File: config.mk
export PLATFORM = sky130hd
export DESIGN_NAME = rcad_core
export DESIGN_NICKNAME = d
export VERILOG_FILES = /design/src/design/rcad_pkg.sv /design/src/design/rcad_core.sv /design/src/design/rcad_alu.sv
export SDC_FILE = /design/constraint.sdc
export NUM_CORES = 2
export LEC_CHECK = 0
export BUFFER_PORTS_ARGS = -buffer_cell sky130_fd_sc_hd__buf_4
export CORE_UTILIZATION = 35
export CTS_BUF_LIST = sky130_fd_sc_hd__clkbuf_4
export CTS_CLUSTER_DIAMETER = 80
export CTS_CLUSTER_SIZE = 20
export DETAILED_ROUTE_END_ITERATION = 10
export MAX_ROUTING_LAYER = met4
export PLACE_DENSITY_LB_ADDON = 0.1
export REMOVE_ABC_BUFFERS = 1
export SLEW_MARGIN = 20
export SYNTH_ARGS = -nofsm -noshare
export SYNTH_HDL_FRONTEND = slang
export SYNTH_SLANG_ARGS = --single-unit
File: constraint.sdc
create_clock -name clk_sys -period 25.2 [get_ports clk_sys]
set_input_delay 2.52 -clock clk_sys [delete_from_list [all_inputs] [get_ports clk_sys]]
set_output_delay 2.52 -clock clk_sys [all_outputs]
set_load 0.005 [all_outputs]
File: src/design/rcad_pkg.sv
// Purpose: shared constants for the risc core alu datapath
// Assumes: one clock domain, 8-bit data words, 16-bit program words
// Notes:   opcode layout and file map belong to this core only
package rcad_pkg;
  // opcode field ir[15:12]
  localparam logic [3:0] OP_NOP   = 4'h0;
  localparam logic [3:0] OP_ADD   = 4'h1;
  localparam logic [3:0] OP_SUB   = 4'h2;
  localparam logic [3:0] OP_AND   = 4'h3;
  localparam logic [3:0] OP_IOR   = 4'h4;
  localparam logic [3:0] OP_XOR   = 4'h5;
  localparam logic [3:0] OP_RLC   = 4'h6;
  localparam logic [3:0] OP_RRC   = 4'h7;
  localparam logic [3:0] OP_MOVLW = 4'h8;
  localparam logic [3:0] OP_MOVWF = 4'h9;
  localparam logic [3:0] OP_MULWF = 4'hA;
  localparam logic [3:0] OP_MOVFF = 4'hB;
  localparam logic [3:0] OP_GOTO  = 4'hC;
  localparam logic [3:0] OP_TBLRD = 4'hD;
  // field positions
  localparam int unsigned IR_DST  = 8;
  // data file map of the special registers
  localparam logic [7:0] FA_IND    = 8'h00;
  localparam logic [7:0] FA_PTR    = 8'h01;
  localparam logic [7:0] FA_IP_LO  = 8'h02;
  localparam logic [7:0] FA_IP_HI  = 8'h03;
  localparam logic [7:0] FA_STATUS = 8'h04;
  localparam logic [7:0] FA_WORKING_ACCUMULATOR   = 8'h0A;
  localparam logic [7:0] FA_TBL_LO = 8'h0D;
  localparam logic [7:0] FA_TBL_HI = 8'h0E;
  localparam logic [7:0] FA_PROD_LO = 8'h18;
  localparam logic [7:0] FA_PROD_HI = 8'h19;
  localparam logic [3:0] MOVFF_PAGE = 4'h2;
  // status bit positions
  localparam int unsigned SB_C  = 0;
  localparam int unsigned SB_DC = 1;
  localparam int unsigned SB_Z  = 2;
  localparam int unsigned SB_OV = 3;
  // flag masks per operation class
  localparam logic [3:0] AFF_ARITH = 4'hF;
  localparam logic [3:0] AFF_LOGIC = 4'h4;
  localparam logic [3:0] AFF_ROT   = 4'h1;
  localparam logic [3:0] AFF_NONE  = 4'h0;
  // execution modes taken from the strap
  localparam logic [1:0] MODE_MCU  = 2'h0;
  localparam logic [1:0] MODE_PMCU = 2'h1;
  localparam logic [1:0] MODE_EXT  = 2'h2;
  localparam logic [1:0] MODE_MPU  = 2'h3;
  // values after reset and counts
  localparam logic [15:0] RESET_VECTOR = 16'h0000;
  localparam logic [7:0]  STATUS_RST   = 8'h00;
  localparam logic [1:0]  BOOT_WAIT    = 2'h2;
  typedef enum logic [1:0] {
    ST_BOOT = 2'h0,
    ST_RUN  = 2'h1,
    ST_TBL  = 2'h3
  } rcad_state_t;
endpackage : rcad_pkg

File: src/design/rcad_core.sv
// Purpose: two-stage fetch/execute core with 8-bit datapath and multiplier
// Assumes: program memory answers prog_addr combinationally in the same cycle
// Notes:   data file and special registers live inside the core

// Operation
// - each 16-bit instruction word is fetched whole in one cycle on its own bus
// - fetch overlaps execute; branches and table reads take two cycles
// - instruction pointer spans 64K program words of 16 bits
// - internal, external or mixed fetch; no code protection in mixed mode
// - special registers, pointer and accumulator included, sit in the data map
// - file-to-file move bypasses the working accumulator
// - 8-bit alu adds, subtracts, shifts and does logic with accumulator and file
// - arithmetic is two's complement with no signed hardware
// - carry, nibble carry and zero flags update on add and subtract; logic ops set only zero, rotates only carry
// - in subtraction carry and nibble carry mean no borrow
// - overflow flag comes only from bit 6 and bit 7 carries
// - optional 8 x 8 multiplier yields a 16-bit product in one cycle
module rcad_core #(
  parameter int unsigned INT_WORDS = 8192,
  parameter bit          HAS_MUL   = 1'b1
) (
  input  wire logic        clk_sys,
  input  wire logic        arst_n,
  input  wire logic [1:0]  mode_strap,
  output logic      [15:0] prog_addr,
  input  wire logic [15:0] prog_data,
  output logic             prog_ext,
  output logic             code_protect,
  output logic      [1:0]  exec_mode,
  output logic      [7:0]  working_accumulator,
  output logic      [7:0]  status_flags,
  output logic      [15:0] product,
  output logic             run_active
);
  rcad_pkg::rcad_state_t state_q;
  rcad_pkg::rcad_state_t state_d;
  logic [1:0]  mode_s1_q;
  logic [1:0]  mode_s2_q;
  logic [1:0]  mode_q;
  logic [1:0]  mode_d;
  logic [1:0]  boot_cnt_q;
  logic [15:0] prog_addr_q;
  logic [15:0] prog_addr_d;
  logic [15:0] resume_q;
  logic [15:0] ir_q;
  logic [15:0] prod_q;
  logic [15:0] mul_res;
  logic [15:0] goto_tgt;
  logic        ir_valid_q;
  logic        prog_ext_q;
  logic        code_protect_q;
  logic        run_q;
  logic        tbl_hi_sel_q;
  logic [7:0]  working_accumulator_q;
  logic [7:0]  status_q;
  logic [7:0]  ptr_q;
  logic [7:0]  tbl_lo_q;
  logic [7:0]  tbl_hi_q;
  logic [7:0]  tbl_dst_q;
  logic [7:0]  file_q [256];
  logic [3:0]  opc;
  logic        dst_f;
  logic        run;
  logic        exec;
  logic        in_tbl;
  logic        boot_done;
  logic        is_alu;
  logic        is_goto;
  logic        is_tbl;
  logic        is_mul;
  logic        is_movff;
  logic        is_movwf;
  logic        is_movlw;
  logic        wr_en;
  logic        ip_wr;
  logic        flush;
  logic [7:0]  fa;
  logic [7:0]  rd_val;
  logic [7:0]  alu_res;
  logic [7:0]  wr_addr;
  logic [7:0]  wr_data;
  logic [7:0]  w_d;
  logic [7:0]  status_w;
  logic [7:0]  status_d;
  logic [3:0]  alu_flags;
  logic [3:0]  alu_aff;

  // fetch goes off chip in processor mode, or above internal words in mixed mode
  function automatic logic ext_fetch(input logic [15:0] a, input logic [1:0] m);
    return (m == rcad_pkg::MODE_MPU) ||
           ((m == rcad_pkg::MODE_EXT) && ({16'h0000, a} >= 32'(INT_WORDS)));
  endfunction : ext_fetch

  function automatic logic sfr_hit(input logic en, input logic [7:0] a,
                                   input logic [7:0] sfr);
    return en && (a == sfr);
  endfunction : sfr_hit

  assign run       = (state_q == rcad_pkg::ST_RUN);
  assign in_tbl    = (state_q == rcad_pkg::ST_TBL);
  assign exec      = run && ir_valid_q;
  assign boot_done = (state_q == rcad_pkg::ST_BOOT) && (boot_cnt_q == rcad_pkg::BOOT_WAIT);
  assign opc       = ir_q[15:12];
  assign dst_f     = ir_q[rcad_pkg::IR_DST];
  // indirect slot reads and writes through the pointer register
  assign fa        = (ir_q[7:0] == rcad_pkg::FA_IND) ? ptr_q : ir_q[7:0];
  assign is_alu    = exec && (opc >= rcad_pkg::OP_ADD) && (opc <= rcad_pkg::OP_RRC);
  assign is_goto   = exec && (opc == rcad_pkg::OP_GOTO);
  assign is_tbl    = exec && (opc == rcad_pkg::OP_TBLRD);
  assign is_mul    = exec && (opc == rcad_pkg::OP_MULWF);
  assign is_movff  = exec && (opc == rcad_pkg::OP_MOVFF);
  assign is_movwf  = exec && (opc == rcad_pkg::OP_MOVWF);
  assign is_movlw  = exec && (opc == rcad_pkg::OP_MOVLW);
  assign goto_tgt  = {prog_addr_q[15:12], ir_q[11:0]};
  assign mul_res   = {8'h00, working_accumulator_q} * {8'h00, rd_val};
  assign mode_d    = boot_done ? mode_s2_q : mode_q;

  // special registers answer at their data addresses
  always_comb begin
    if (fa == rcad_pkg::FA_PTR) begin
      rd_val = ptr_q;
    end else if (fa == rcad_pkg::FA_IP_LO) begin
      rd_val = prog_addr_q[7:0];
    end else if (fa == rcad_pkg::FA_IP_HI) begin
      rd_val = prog_addr_q[15:8];
    end else if (fa == rcad_pkg::FA_STATUS) begin
      rd_val = status_q;
    end else if (fa == rcad_pkg::FA_WORKING_ACCUMULATOR) begin
      rd_val = working_accumulator_q;
    end else if (fa == rcad_pkg::FA_TBL_LO) begin
      rd_val = tbl_lo_q;
    end else if (fa == rcad_pkg::FA_TBL_HI) begin
      rd_val = tbl_hi_q;
    end else if (fa == rcad_pkg::FA_PROD_LO) begin
      rd_val = prod_q[7:0];
    end else if (fa == rcad_pkg::FA_PROD_HI) begin
      rd_val = prod_q[15:8];
    end else begin
      rd_val = file_q[fa];
    end
  end

  rcad_alu u_alu (
    .opcode   (opc),
    .acc      (working_accumulator_q),
    .opnd     (rd_val),
    .carry_in (status_q[rcad_pkg::SB_C]),
    .result   (alu_res),
    .flags    (alu_flags),
    .affect   (alu_aff)
  );

  // file write port: alu result, accumulator store, file-to-file move, table byte
  assign wr_en   = (is_alu && dst_f) || is_movwf || is_movff || in_tbl;
  assign wr_addr = in_tbl   ? tbl_dst_q :
                   is_movff ? {rcad_pkg::MOVFF_PAGE, ir_q[11:8]} : fa;
  assign wr_data = in_tbl   ? (tbl_hi_sel_q ? prog_data[15:8] : prog_data[7:0]) :
                   is_movff ? rd_val :
                   is_movwf ? working_accumulator_q : alu_res;
  assign ip_wr   = sfr_hit(wr_en, wr_addr, rcad_pkg::FA_IP_LO);
  assign flush   = is_goto || ip_wr;
  assign w_d     = sfr_hit(wr_en, wr_addr, rcad_pkg::FA_WORKING_ACCUMULATOR) ? wr_data :
                   (is_alu && !dst_f) ? alu_res :
                   is_movlw ? ir_q[7:0] : working_accumulator_q;
  // alu flags win over a plain write to the status byte
  assign status_w = sfr_hit(wr_en, wr_addr, rcad_pkg::FA_STATUS) ? wr_data : status_q;
  assign status_d = is_alu ? ((status_w & ~{4'h0, alu_aff}) | {4'h0, alu_flags & alu_aff}) :
                    status_w;

  // next fetch address, 16 bits wide so it wraps over 64K words
  always_comb begin
    prog_addr_d = prog_addr_q + 16'h0001;
    state_d     = state_q;
    case (state_q)
      rcad_pkg::ST_BOOT: begin
        prog_addr_d = rcad_pkg::RESET_VECTOR;
        state_d     = boot_done ? rcad_pkg::ST_RUN : rcad_pkg::ST_BOOT;
      end
      rcad_pkg::ST_RUN: begin
        if (is_goto) begin
          prog_addr_d = goto_tgt;
        end else if (ip_wr) begin
          prog_addr_d = {prog_addr_q[15:8], wr_data};
        end else if (is_tbl) begin
          prog_addr_d = {tbl_hi_q, tbl_lo_q};
          state_d     = rcad_pkg::ST_TBL;
        end
      end
      rcad_pkg::ST_TBL: begin
        prog_addr_d = resume_q;
        state_d     = rcad_pkg::ST_RUN;
      end
      default: begin
        prog_addr_d = rcad_pkg::RESET_VECTOR;
        state_d     = rcad_pkg::ST_BOOT;
      end
    endcase
  end

  // strap is a pin: two stages before use, captured after reset release
  always_ff @(posedge clk_sys or negedge arst_n) begin
    if (!arst_n) begin
      mode_s1_q  <= rcad_pkg::MODE_MCU;
      mode_s2_q  <= rcad_pkg::MODE_MCU;
      mode_q     <= rcad_pkg::MODE_MCU;
      boot_cnt_q <= 2'h0;
    end else begin
      mode_s1_q  <= mode_strap;
      mode_s2_q  <= mode_s1_q;
      mode_q     <= mode_d;
      boot_cnt_q <= boot_done ? boot_cnt_q : boot_cnt_q + 2'h1;
    end
  end

  // fetch/execute pipeline: the word on the bus this cycle runs next cycle
  always_ff @(posedge clk_sys or negedge arst_n) begin
    if (!arst_n) begin
      state_q        <= rcad_pkg::ST_BOOT;
      prog_addr_q    <= rcad_pkg::RESET_VECTOR;
      prog_ext_q     <= 1'b0;
      code_protect_q <= 1'b0;
      run_q          <= 1'b0;
      ir_q           <= 16'h0000;
      ir_valid_q     <= 1'b0;
      resume_q       <= 16'h0000;
      tbl_dst_q      <= 8'h00;
      tbl_hi_sel_q   <= 1'b0;
    end else begin
      state_q        <= state_d;
      prog_addr_q    <= prog_addr_d;
      prog_ext_q     <= ext_fetch(prog_addr_d, mode_d);
      code_protect_q <= (mode_d == rcad_pkg::MODE_PMCU);
      run_q          <= (state_d != rcad_pkg::ST_BOOT);
      if (run) begin
        ir_q       <= prog_data;
        ir_valid_q <= !flush;
      end
      if (is_tbl) begin
        resume_q     <= prog_addr_q + 16'h0001;
        tbl_dst_q    <= fa;
        tbl_hi_sel_q <= dst_f;
      end
    end
  end

  always_ff @(posedge clk_sys or negedge arst_n) begin
    if (!arst_n) begin
      working_accumulator_q   <= 8'h00;
      status_q <= rcad_pkg::STATUS_RST;
      ptr_q    <= 8'h00;
      tbl_lo_q <= 8'h00;
      tbl_hi_q <= 8'h00;
      prod_q   <= 16'h0000;
    end else begin
      working_accumulator_q   <= w_d;
      status_q <= status_d;
      if (sfr_hit(wr_en, wr_addr, rcad_pkg::FA_PTR)) ptr_q <= wr_data;
      if (sfr_hit(wr_en, wr_addr, rcad_pkg::FA_TBL_LO)) tbl_lo_q <= wr_data;
      if (sfr_hit(wr_en, wr_addr, rcad_pkg::FA_TBL_HI)) tbl_hi_q <= wr_data;
      if (is_mul && HAS_MUL) begin
        prod_q <= mul_res;
      end else if (sfr_hit(wr_en, wr_addr, rcad_pkg::FA_PROD_LO)) begin
        prod_q[7:0] <= wr_data;
      end else if (sfr_hit(wr_en, wr_addr, rcad_pkg::FA_PROD_HI)) begin
        prod_q[15:8] <= wr_data;
      end
    end
  end

  always_ff @(posedge clk_sys) begin
    if (wr_en) file_q[wr_addr] <= wr_data;
  end

  assign prog_addr           = prog_addr_q;
  assign prog_ext            = prog_ext_q;
  assign code_protect        = code_protect_q;
  assign exec_mode           = mode_q;
  assign working_accumulator = working_accumulator_q;
  assign status_flags        = status_q;
  assign product             = prod_q;
  assign run_active          = run_q;

  // checks
  logic nib_carry;
  logic ov_ref;
  assign nib_carry = ({1'b0, rd_val[3:0]} + {1'b0, working_accumulator_q[3:0]}) > 5'h0F;
  assign ov_ref    = (working_accumulator_q[7] == rd_val[7]) && (alu_res[7] != working_accumulator_q[7]);
endmodule : rcad_core

File: src/design/rcad_alu.sv
// Purpose: 8-bit alu between the working accumulator and a file operand
// Assumes: purely combinational, driven by the core's execute stage
// Notes:   sub computes opnd - acc, carry means no borrow
module rcad_alu (
  input  wire logic [3:0] opcode,
  input  wire logic [7:0] acc,
  input  wire logic [7:0] opnd,
  input  wire logic       carry_in,
  output logic      [7:0] result,
  output logic      [3:0] flags,
  output logic      [3:0] affect
);
  logic       is_sub;
  logic [7:0] addend;
  logic [8:0] sum9;
  logic [4:0] nib;
  logic [7:0] low7;
  logic       rot_c;
  logic       is_rot;

  // plain unsigned adder, two's complement by nature
  assign is_sub = (opcode == rcad_pkg::OP_SUB);
  assign addend = is_sub ? ~acc : acc;
  assign sum9   = {1'b0, opnd} + {1'b0, addend} + {8'h00, is_sub};
  // carry out of bit 3, inverted sense gives digit borrow
  assign nib    = {1'b0, opnd[3:0]} + {1'b0, addend[3:0]} + {4'h0, is_sub};
  assign low7   = {1'b0, opnd[6:0]} + {1'b0, addend[6:0]} + {7'h00, is_sub};
  assign is_rot = (opcode == rcad_pkg::OP_RLC) || (opcode == rcad_pkg::OP_RRC);
  assign rot_c  = (opcode == rcad_pkg::OP_RLC) ? opnd[7] : opnd[0];

  always_comb begin
    result = opnd;
    affect = rcad_pkg::AFF_NONE;
    case (opcode)
      rcad_pkg::OP_ADD,
      rcad_pkg::OP_SUB: begin
        result = sum9[7:0];
        affect = rcad_pkg::AFF_ARITH;
      end
      rcad_pkg::OP_AND: begin
        result = acc & opnd;
        affect = rcad_pkg::AFF_LOGIC;
      end
      rcad_pkg::OP_IOR: begin
        result = acc | opnd;
        affect = rcad_pkg::AFF_LOGIC;
      end
      rcad_pkg::OP_XOR: begin
        result = acc ^ opnd;
        affect = rcad_pkg::AFF_LOGIC;
      end
      rcad_pkg::OP_RLC: begin
        result = {opnd[6:0], carry_in};
        affect = rcad_pkg::AFF_ROT;
      end
      rcad_pkg::OP_RRC: begin
        result = {carry_in, opnd[7:1]};
        affect = rcad_pkg::AFF_ROT;
      end
      default: begin
        result = opnd;
        affect = rcad_pkg::AFF_NONE;
      end
    endcase
  end

  assign flags[rcad_pkg::SB_C]  = is_rot ? rot_c : sum9[8];
  assign flags[rcad_pkg::SB_DC] = nib[4];
  assign flags[rcad_pkg::SB_Z]  = (result == 8'h00);
  // carry into bit 7 against carry out of bit 7
  assign flags[rcad_pkg::SB_OV] = low7[7] ^ sum9[8];
endmodule : rcad_alu

**Word level (Yosys, flattened, before mapping)**

Memory sizes are Yosys's and may differ from the RTL's.
Cells that the tools add are included.

- $mul: 1
- $lt $le $gt $ge: 3
- Reduce and logical (&&, ||, !) cells: 40
- Equality and inequality tests: 37
- Bitwise logic cells: 9
- Mux-type cells: 42
- $add $sub $neg: 8

Operators by type and width:

| operator | number |
|---|---|
| $mux W8 | 25 |
| $mux W16 | 4 |
| $eq A8 B4 Y1 const B | 6 |
| $pmux W8 S6 | 1 |
| $eq A8 B5 Y1 const B | 4 |
| $pmux W16 S2 | 1 |
| $eq A4 B4 Y1 const B | 6 |
| $eq A8 B2 Y1 const B | 3 |
| $logic_and A1 B1 Y1 | 21 |
| $add A16 B1 Y16 const B | 1 |
| $and A8 B8 Y8 | 2 |
| $eq A4 B3 Y1 const B | 4 |
| $eq A8 B1 Y1 const B | 2 |
| $eq A8 B3 Y1 const B | 2 |
| $ge A16 B14 Y1 const B | 1 |
| $logic_not A8 Y1 | 2 |
| $mul A8 B8 Y16 | 1 |
| $pmux W4 S3 | 1 |
| $add A8 B8 Y9 | 1 |
| $add A9 B1 Y9 | 1 |
| $add A7 B7 Y8 | 1 |
| $add A8 B1 Y8 | 1 |
| $eq A2 B2 Y1 const B | 4 |
| $eq A4 B2 Y1 const B | 2 |
| other kinds (26) | 43 |

- Memory bits (writable): 2048
- Memories kept: 1
- Logic and storage cells: 162
- Output and inout bits: 53
- Bits in registers: 127
- Input bits: 20

Memory list:

| memory | depth | bits a word | read ports | clocked after memory_dff | write ports | RTL line | source |
|---|---|---|---|---|---|---|---|
| file_q | 256 | 8 | 1 | 0 | 1 | rcad_core.sv:60 | `logic [7:0] file_q [256];` |

**Logic depth before layout (Yosys ltp)**

- Depth in word-level cells: 24
- Gate-level depth with buffers: 40
- Mapped depth without buffers: 33

**Hierarchy**

From an unflattened synthesis, not the netlist that was laid out.

- Cells, all modules: 6832
- Area, all modules: 92834.0 µm²

Modules (own cells, without submodules):

| module | sequential area each (µm²) | cells an instance | area an instance (µm²) | times used |
|---|---|---|---|---|
| rcad_core | 64677.0 | 6645 | 91452.7 | 1 |
| rcad_alu | 0.0 | 187 | 1381.3 | 1 |

**Worst setup path before layout**

Ideal clock, no wire load.

- Path type: reg2reg
- From: register ir_q[6]
- To: memory file_q[0][0], data pin
- Clock period less this slack: 11.784 ns
- Library setup time: 1.633 ns
- Path slack: 13.416 ns
- Stages on the path, launching flop included: 19
- Data required time: 23.567 ns
- Arrival time: 10.152 ns
- Path buffers: 2
- Path through: dfrtp_1 -> buf_4 -> or4_4 -> o31ai_4 -> buf_4 -> nor2_1 -> o31ai_1 -> o211ai_1 -> o211ai_1 -> o211ai_1 -> o31ai_4 -> inv_2 -> ha_1 -> a21oi_1 -> nor2_1 -> a2111oi_0 -> inv_1 -> a221oi_1 -> o22ai_1

- Cells in the longest elaborated chain, start to end: 18
- Elaborated cells on any way between the ends: 30
- Those cells by class: add/sub: 2; eq/ne: 9; mux: 14; bitwise: 3; reduce/logical: 1; memory: 1

RTL lines:

| item | RTL line | source |
|---|---|---|
| start, declared | rcad_core.sv:45 | `logic [15:0] ir_q;` |
| start signal, assigned | rcad_core.sv:235 | `ir_q <= prog_data;` |
| $logic_not A8 Y1 | rcad_core.sv:106 | `assign fa = (ir_q[7:0] == rcad_pkg::FA_IND) ? ptr_q : ir_q[7:0];` |
| $mux W8 * | rcad_core.sv:106 |  |
| $mem_v2 Z256 W8 / $eq A8 B5 Y1 (equally long branches) | - |  |
| $mux W8 | rcad_core.sv:136 | `end else if (fa == rcad_pkg::FA_PROD_HI) begin` |
| $mux W8 | rcad_core.sv:134 | `end else if (fa == rcad_pkg::FA_PROD_LO) begin` |
| $mux W8 | rcad_core.sv:132 | `end else if (fa == rcad_pkg::FA_TBL_HI) begin` |
| $mux W8 | rcad_core.sv:130 | `end else if (fa == rcad_pkg::FA_TBL_LO) begin` |
| $mux W8 | rcad_core.sv:128 | `end else if (fa == rcad_pkg::FA_WORKING_ACCUMULATOR) begin` |
| [3 not listed] | - |  |
| $mux W8 * | rcad_core.sv:120 | `if (fa == rcad_pkg::FA_PTR) begin` |
| $add A8 B8 Y9 | rcad_alu.sv:24 | `assign sum9 = {1'b0, opnd} + {1'b0, addend} + {8'h00, is_sub};` |
| $add A9 B1 Y9 | rcad_alu.sv:24 |  |
| $pmux W8 S6 | rcad_alu.sv:34 | `case (opcode)` |
| $mux W8 | rcad_core.sv:159 | `is_movwf ? working_accumulator_q : alu_res;` |
| $mux W8 * | rcad_core.sv:158 | `is_movff ? rd_val :` |
| $mux W8 * | rcad_core.sv:157 | `assign wr_data = in_tbl ? (tbl_hi_sel_q ? prog_data[15:8] : prog_data[7:0]) :` |
| named net wr_data[0] | rcad_core.sv:81 | `logic [7:0] wr_data;` |
| end, declared | rcad_core.sv:60 |  |

The timed path passes the listed nets; every way through them passes the cells marked *.

**Final worst setup path**

- From: register ir_q[4]
- To: memory file_q[44][4], data pin

The elaborated chain is that of the path after synthesis.

==> results.md <==
- Ranking of synthesized cells by area: edfxtp_1, dfrtp_1, nand2_1, mux2i_1, nor2_1
- TritonCTS clock tree: built
- Most used cell, CP: buf_4
- Setup violators final: 0
- Overflow after GRT: 0
- Hold depth: 0
- # fillers: 24400
- Worst hold endpoint: mode_s2_q[1]$_DFF_PN0_
- Share of layout cells above drive strength 1: between 10 and 15%
- Adder-Cell Fraction of Synth Area: 1.65%
- Max Slew Vio Count: 0
- Site Rows: 186
- Finished Cell Area: between 90000 and 100000 µm²
- Status: completed
- Post-CTS Setup Repair Bufs: 0
- First-pass GRT wire length: 504000 µm
- Area of the multi-input gates: 24300 µm²
- PnR worst setup slack: between 10 and 15 ns
- Pleak: 31.3 nW
- CTS H-tree lvls: 4
- Setup crit end kind: flop
- Largest net degree at the start of global routing: approximately 180
- Worst Reg-to-Reg Cells: 28
- Synth warn: 0
- Drt wl/cell: 37.1 µm
- Min Clock Period, post-route: between 10 and 15 ns
- Synth cell types: between 90 and 100
- Post-CTS Resized: 0
- F_max: approximately 86 MHz
- Core ar.: 258000 µm²
- Final ANT Viol Nets: 0
- CTS Buffer Depth: 3
- Num CTS Buffers: roughly 140
- I/O pins: 73
- Worst hold path class: flop to flop
- Area share of the largest cell type after synthesis: about two thirds
- Initial DRT Pass Iterations: 5
- Post-synth top area cell: edfxtp_1
- PwrDens: 85.3 nW/µm²
- Die Y: 512 µm
- Mux share of post-synthesis cell area: 3.22%
- Fin Setup TNS: 0 ns
- Clock Pin Slew Worst Setup and Hold Paths: 0.18 ns
- Clk_lat worst skew: 1.45 ns
- Clock sink count: between 2000 and 2500
- Die area: 262000 µm²
- Largest family of logic cells by synthesized area: compound AO/OA/AOI/OAI gates
- Post-detailed-route DRC marker count: 0
- Synth Area in Simple Gates: 7.59%
- Cts hold-fix bufs: 0
- Final clock skew: 0.148 ns
- Final #Nets: 6588
- Hold Startpoint: mode_s1_q[1]$_DFF_PN0_
- Non-filler cells, final: 9944
- DP Cell Count: 9708
- Register Area: around 65000 µm²
- Worst path slowest cell: a2111oi_0
- Dpl ws: about 14 ns
- Flops & latches, synth: 2173
- Reg2reg start: ir_q[4]$_DFFE_PN0P_
- Final hold violation count: 0
- Crit Path Class: flop to flop
- DP Area: approximately 96000 µm²
- Ys async rst share: 5.84%
- RSZ-0062 raised after global routing: no
- Worst-Margin Slew: 1.28 ns
- EDFF count, synth: 2046
- GRT Overall Usage: 28.4%
- Starting Density: a little over a third
- Sequential area share after synthesis: around 71%
- GP Congestion: 0.946
- Via-to-Cell Ratio: roughly 6.1
- Number of global-route vias before repair: 57800
- Total design power: 8.35 mW
- Compound-Gate Fraction of Synth Area: 13.3%
- Cells after Synth: roughly 6500
- Synthesized area per cell: about 14 µm²
- Hpwl dp: 229000 µm
- CP max stage delay: between 0.8 and 0.9 ns
- Critical path required time: roughly 26 ns
- Crit path launch type: flop
- Final wirelength: 369000 µm
- Max FO, Critical Path: 116
- Vias: just over 60000
- Synth-to-Final Area Change: 7.36%
- Die width: approximately 500 µm
- MaxCap Viol Count: 0
- Most used flip-flop cell after synthesis: edfxtp_1
- Synthesized cell area: approximately 90000 µm²
- Rel. slew slack: 14.6%
- Port bufs: roughly 70
- Antenna violations before repair: 21
- CTS root buf: clkbuf_4
- Period utilisation layout: roughly 46%
- CP arrival: 12.50 ns
- R2r endpoint: file_q[44][4]$_DFFE_PP_
- Worst R2R Setup Slack: 13.62 ns
- Peak supply drop: 0.168 mV
- XOR/XNOR share of the synthesized area: 0.365%
- First-iteration detailed-routing DRC count: 7430
[critical path: cells and delay by family, from the launching register on]
| family | cells | cell delay, ns |
|---|---|---|
| simple gates | 1 | 0.08 |
| xor+xnor | 1 | 0.11 |
| flops | 1 | 0.74 |
| compound gates | 14 | 5.02 |
| fa+ha+maj | 1 | 0.47 |
| buf+inv | 11 | 4.06 |
[state kept, by name, summed over array words and instances (netlist names), 8 cells and up]
signal,flops
product,16
tbl_hi_q,8
ptr_q,8
ir_q,16
file_q,2046
status_flags,8
working_accumulator,8
prog_addr,16
tbl_lo_q,8
tbl_dst_q,8
resume_q,16
[cell type report]
type | count | area share (%)
Timing Repair Buffer | 276 | 2.40
Inverter | 128 | 0.522
Sequential cell | 2173 | 66.1
Clock inverter | 50 | 0.572
Clock buffer | 164 | 1.26
Multi-Input combinational cell | 3750 | 24.8
Tap cell | 3384 | 4.33
Antenna cell | 19 | 0.0486
[how the worst max path moves through the flow]
stage                     slack [ns]                 endpoint                start
after floorplan                 0.02   file_q[0][0]$_DFFE_PP_  ir_q[1]$_DFFE_PN0P_
after global placement         13.92  file_q[45][1]$_DFFE_PP_  ir_q[4]$_DFFE_PN0P_
after detailed placement       13.82  file_q[36][1]$_DFFE_PP_  ir_q[1]$_DFFE_PN0P_
after CTS                      13.72  file_q[38][1]$_DFFE_PP_  ir_q[4]$_DFFE_PN0P_
after global routing           13.27  product[15]$_DFFE_PN0P_  ir_q[3]$_DFFE_PN0P_
final                          13.62  file_q[44][4]$_DFFE_PP_  ir_q[4]$_DFFE_PN0P_
[report_power, final]
part | internal, mW | switching (mW)
logic | 0.661 | 1.62
registers | 4.36 | 0.135
clock network | 0.386 | 1.19
total | 5.41 | 2.94
[cell families (layout without fill, tap and decap cells)]
kind of cell             Yosys count  in the layout
flip-flops                      2173           2173
AO/OA/AOI/OAI                   1715           1715
AND/OR/NAND/NOR                 1621           1621
buffers and inverters            587            618
multiplexers                     278            278
adder cells (fa/ha/maj)           98             98
XOR/XNOR                          38             38
other                              0             19
[layout by cell type (no fill, tap or decap), types with 56 or more instances in the layout]
master,instances
o221ai_1,81
nand3_1,166
clkbuf_4,165
edfxtp_1,2046
a31oi_1,102
buf_4,253
nand2_1,738
nor3_1,56
a211oi_1,68
a22oi_1,70
inv_1,114
a21oi_1,283
a221oi_1,57
o32ai_1,130
nor2_1,439
o21ai_0,255
o22ai_1,178
mux2i_1,235
ha_1,61
dfrtp_1,125
[layer usage]
layer  track usage, %  wire [µm]
met1             38.4     158000
met2             43.4     170000
met3             4.42      27200
met4             9.99      14000
met5                -          0
[metrics by stage]
step	utilization (%)	hold WS (ns)
final	37.9	0.379
after global routing	37.9	0.393
after CTS	37.9	0.389
after detailed placement	37.2	0.337
after global placement	37.2	0.336
after floorplan	-	0.331
[cells in the mapped netlist, types with 106 or more instances]
library cell	n
nand3_1	166
o21ai_0	257
edfxtp_1	2046
o22ai_1	179
dfrtp_1	127
a21oi_1	283
buf_2	173
a31oi_1	106
mux2i_1	235
inv_1	118
o32ai_1	131
nand2_1	754
nor2_1	462
clkbuf_1	195
Note: power is estimated with default switching activity, not from simulation.
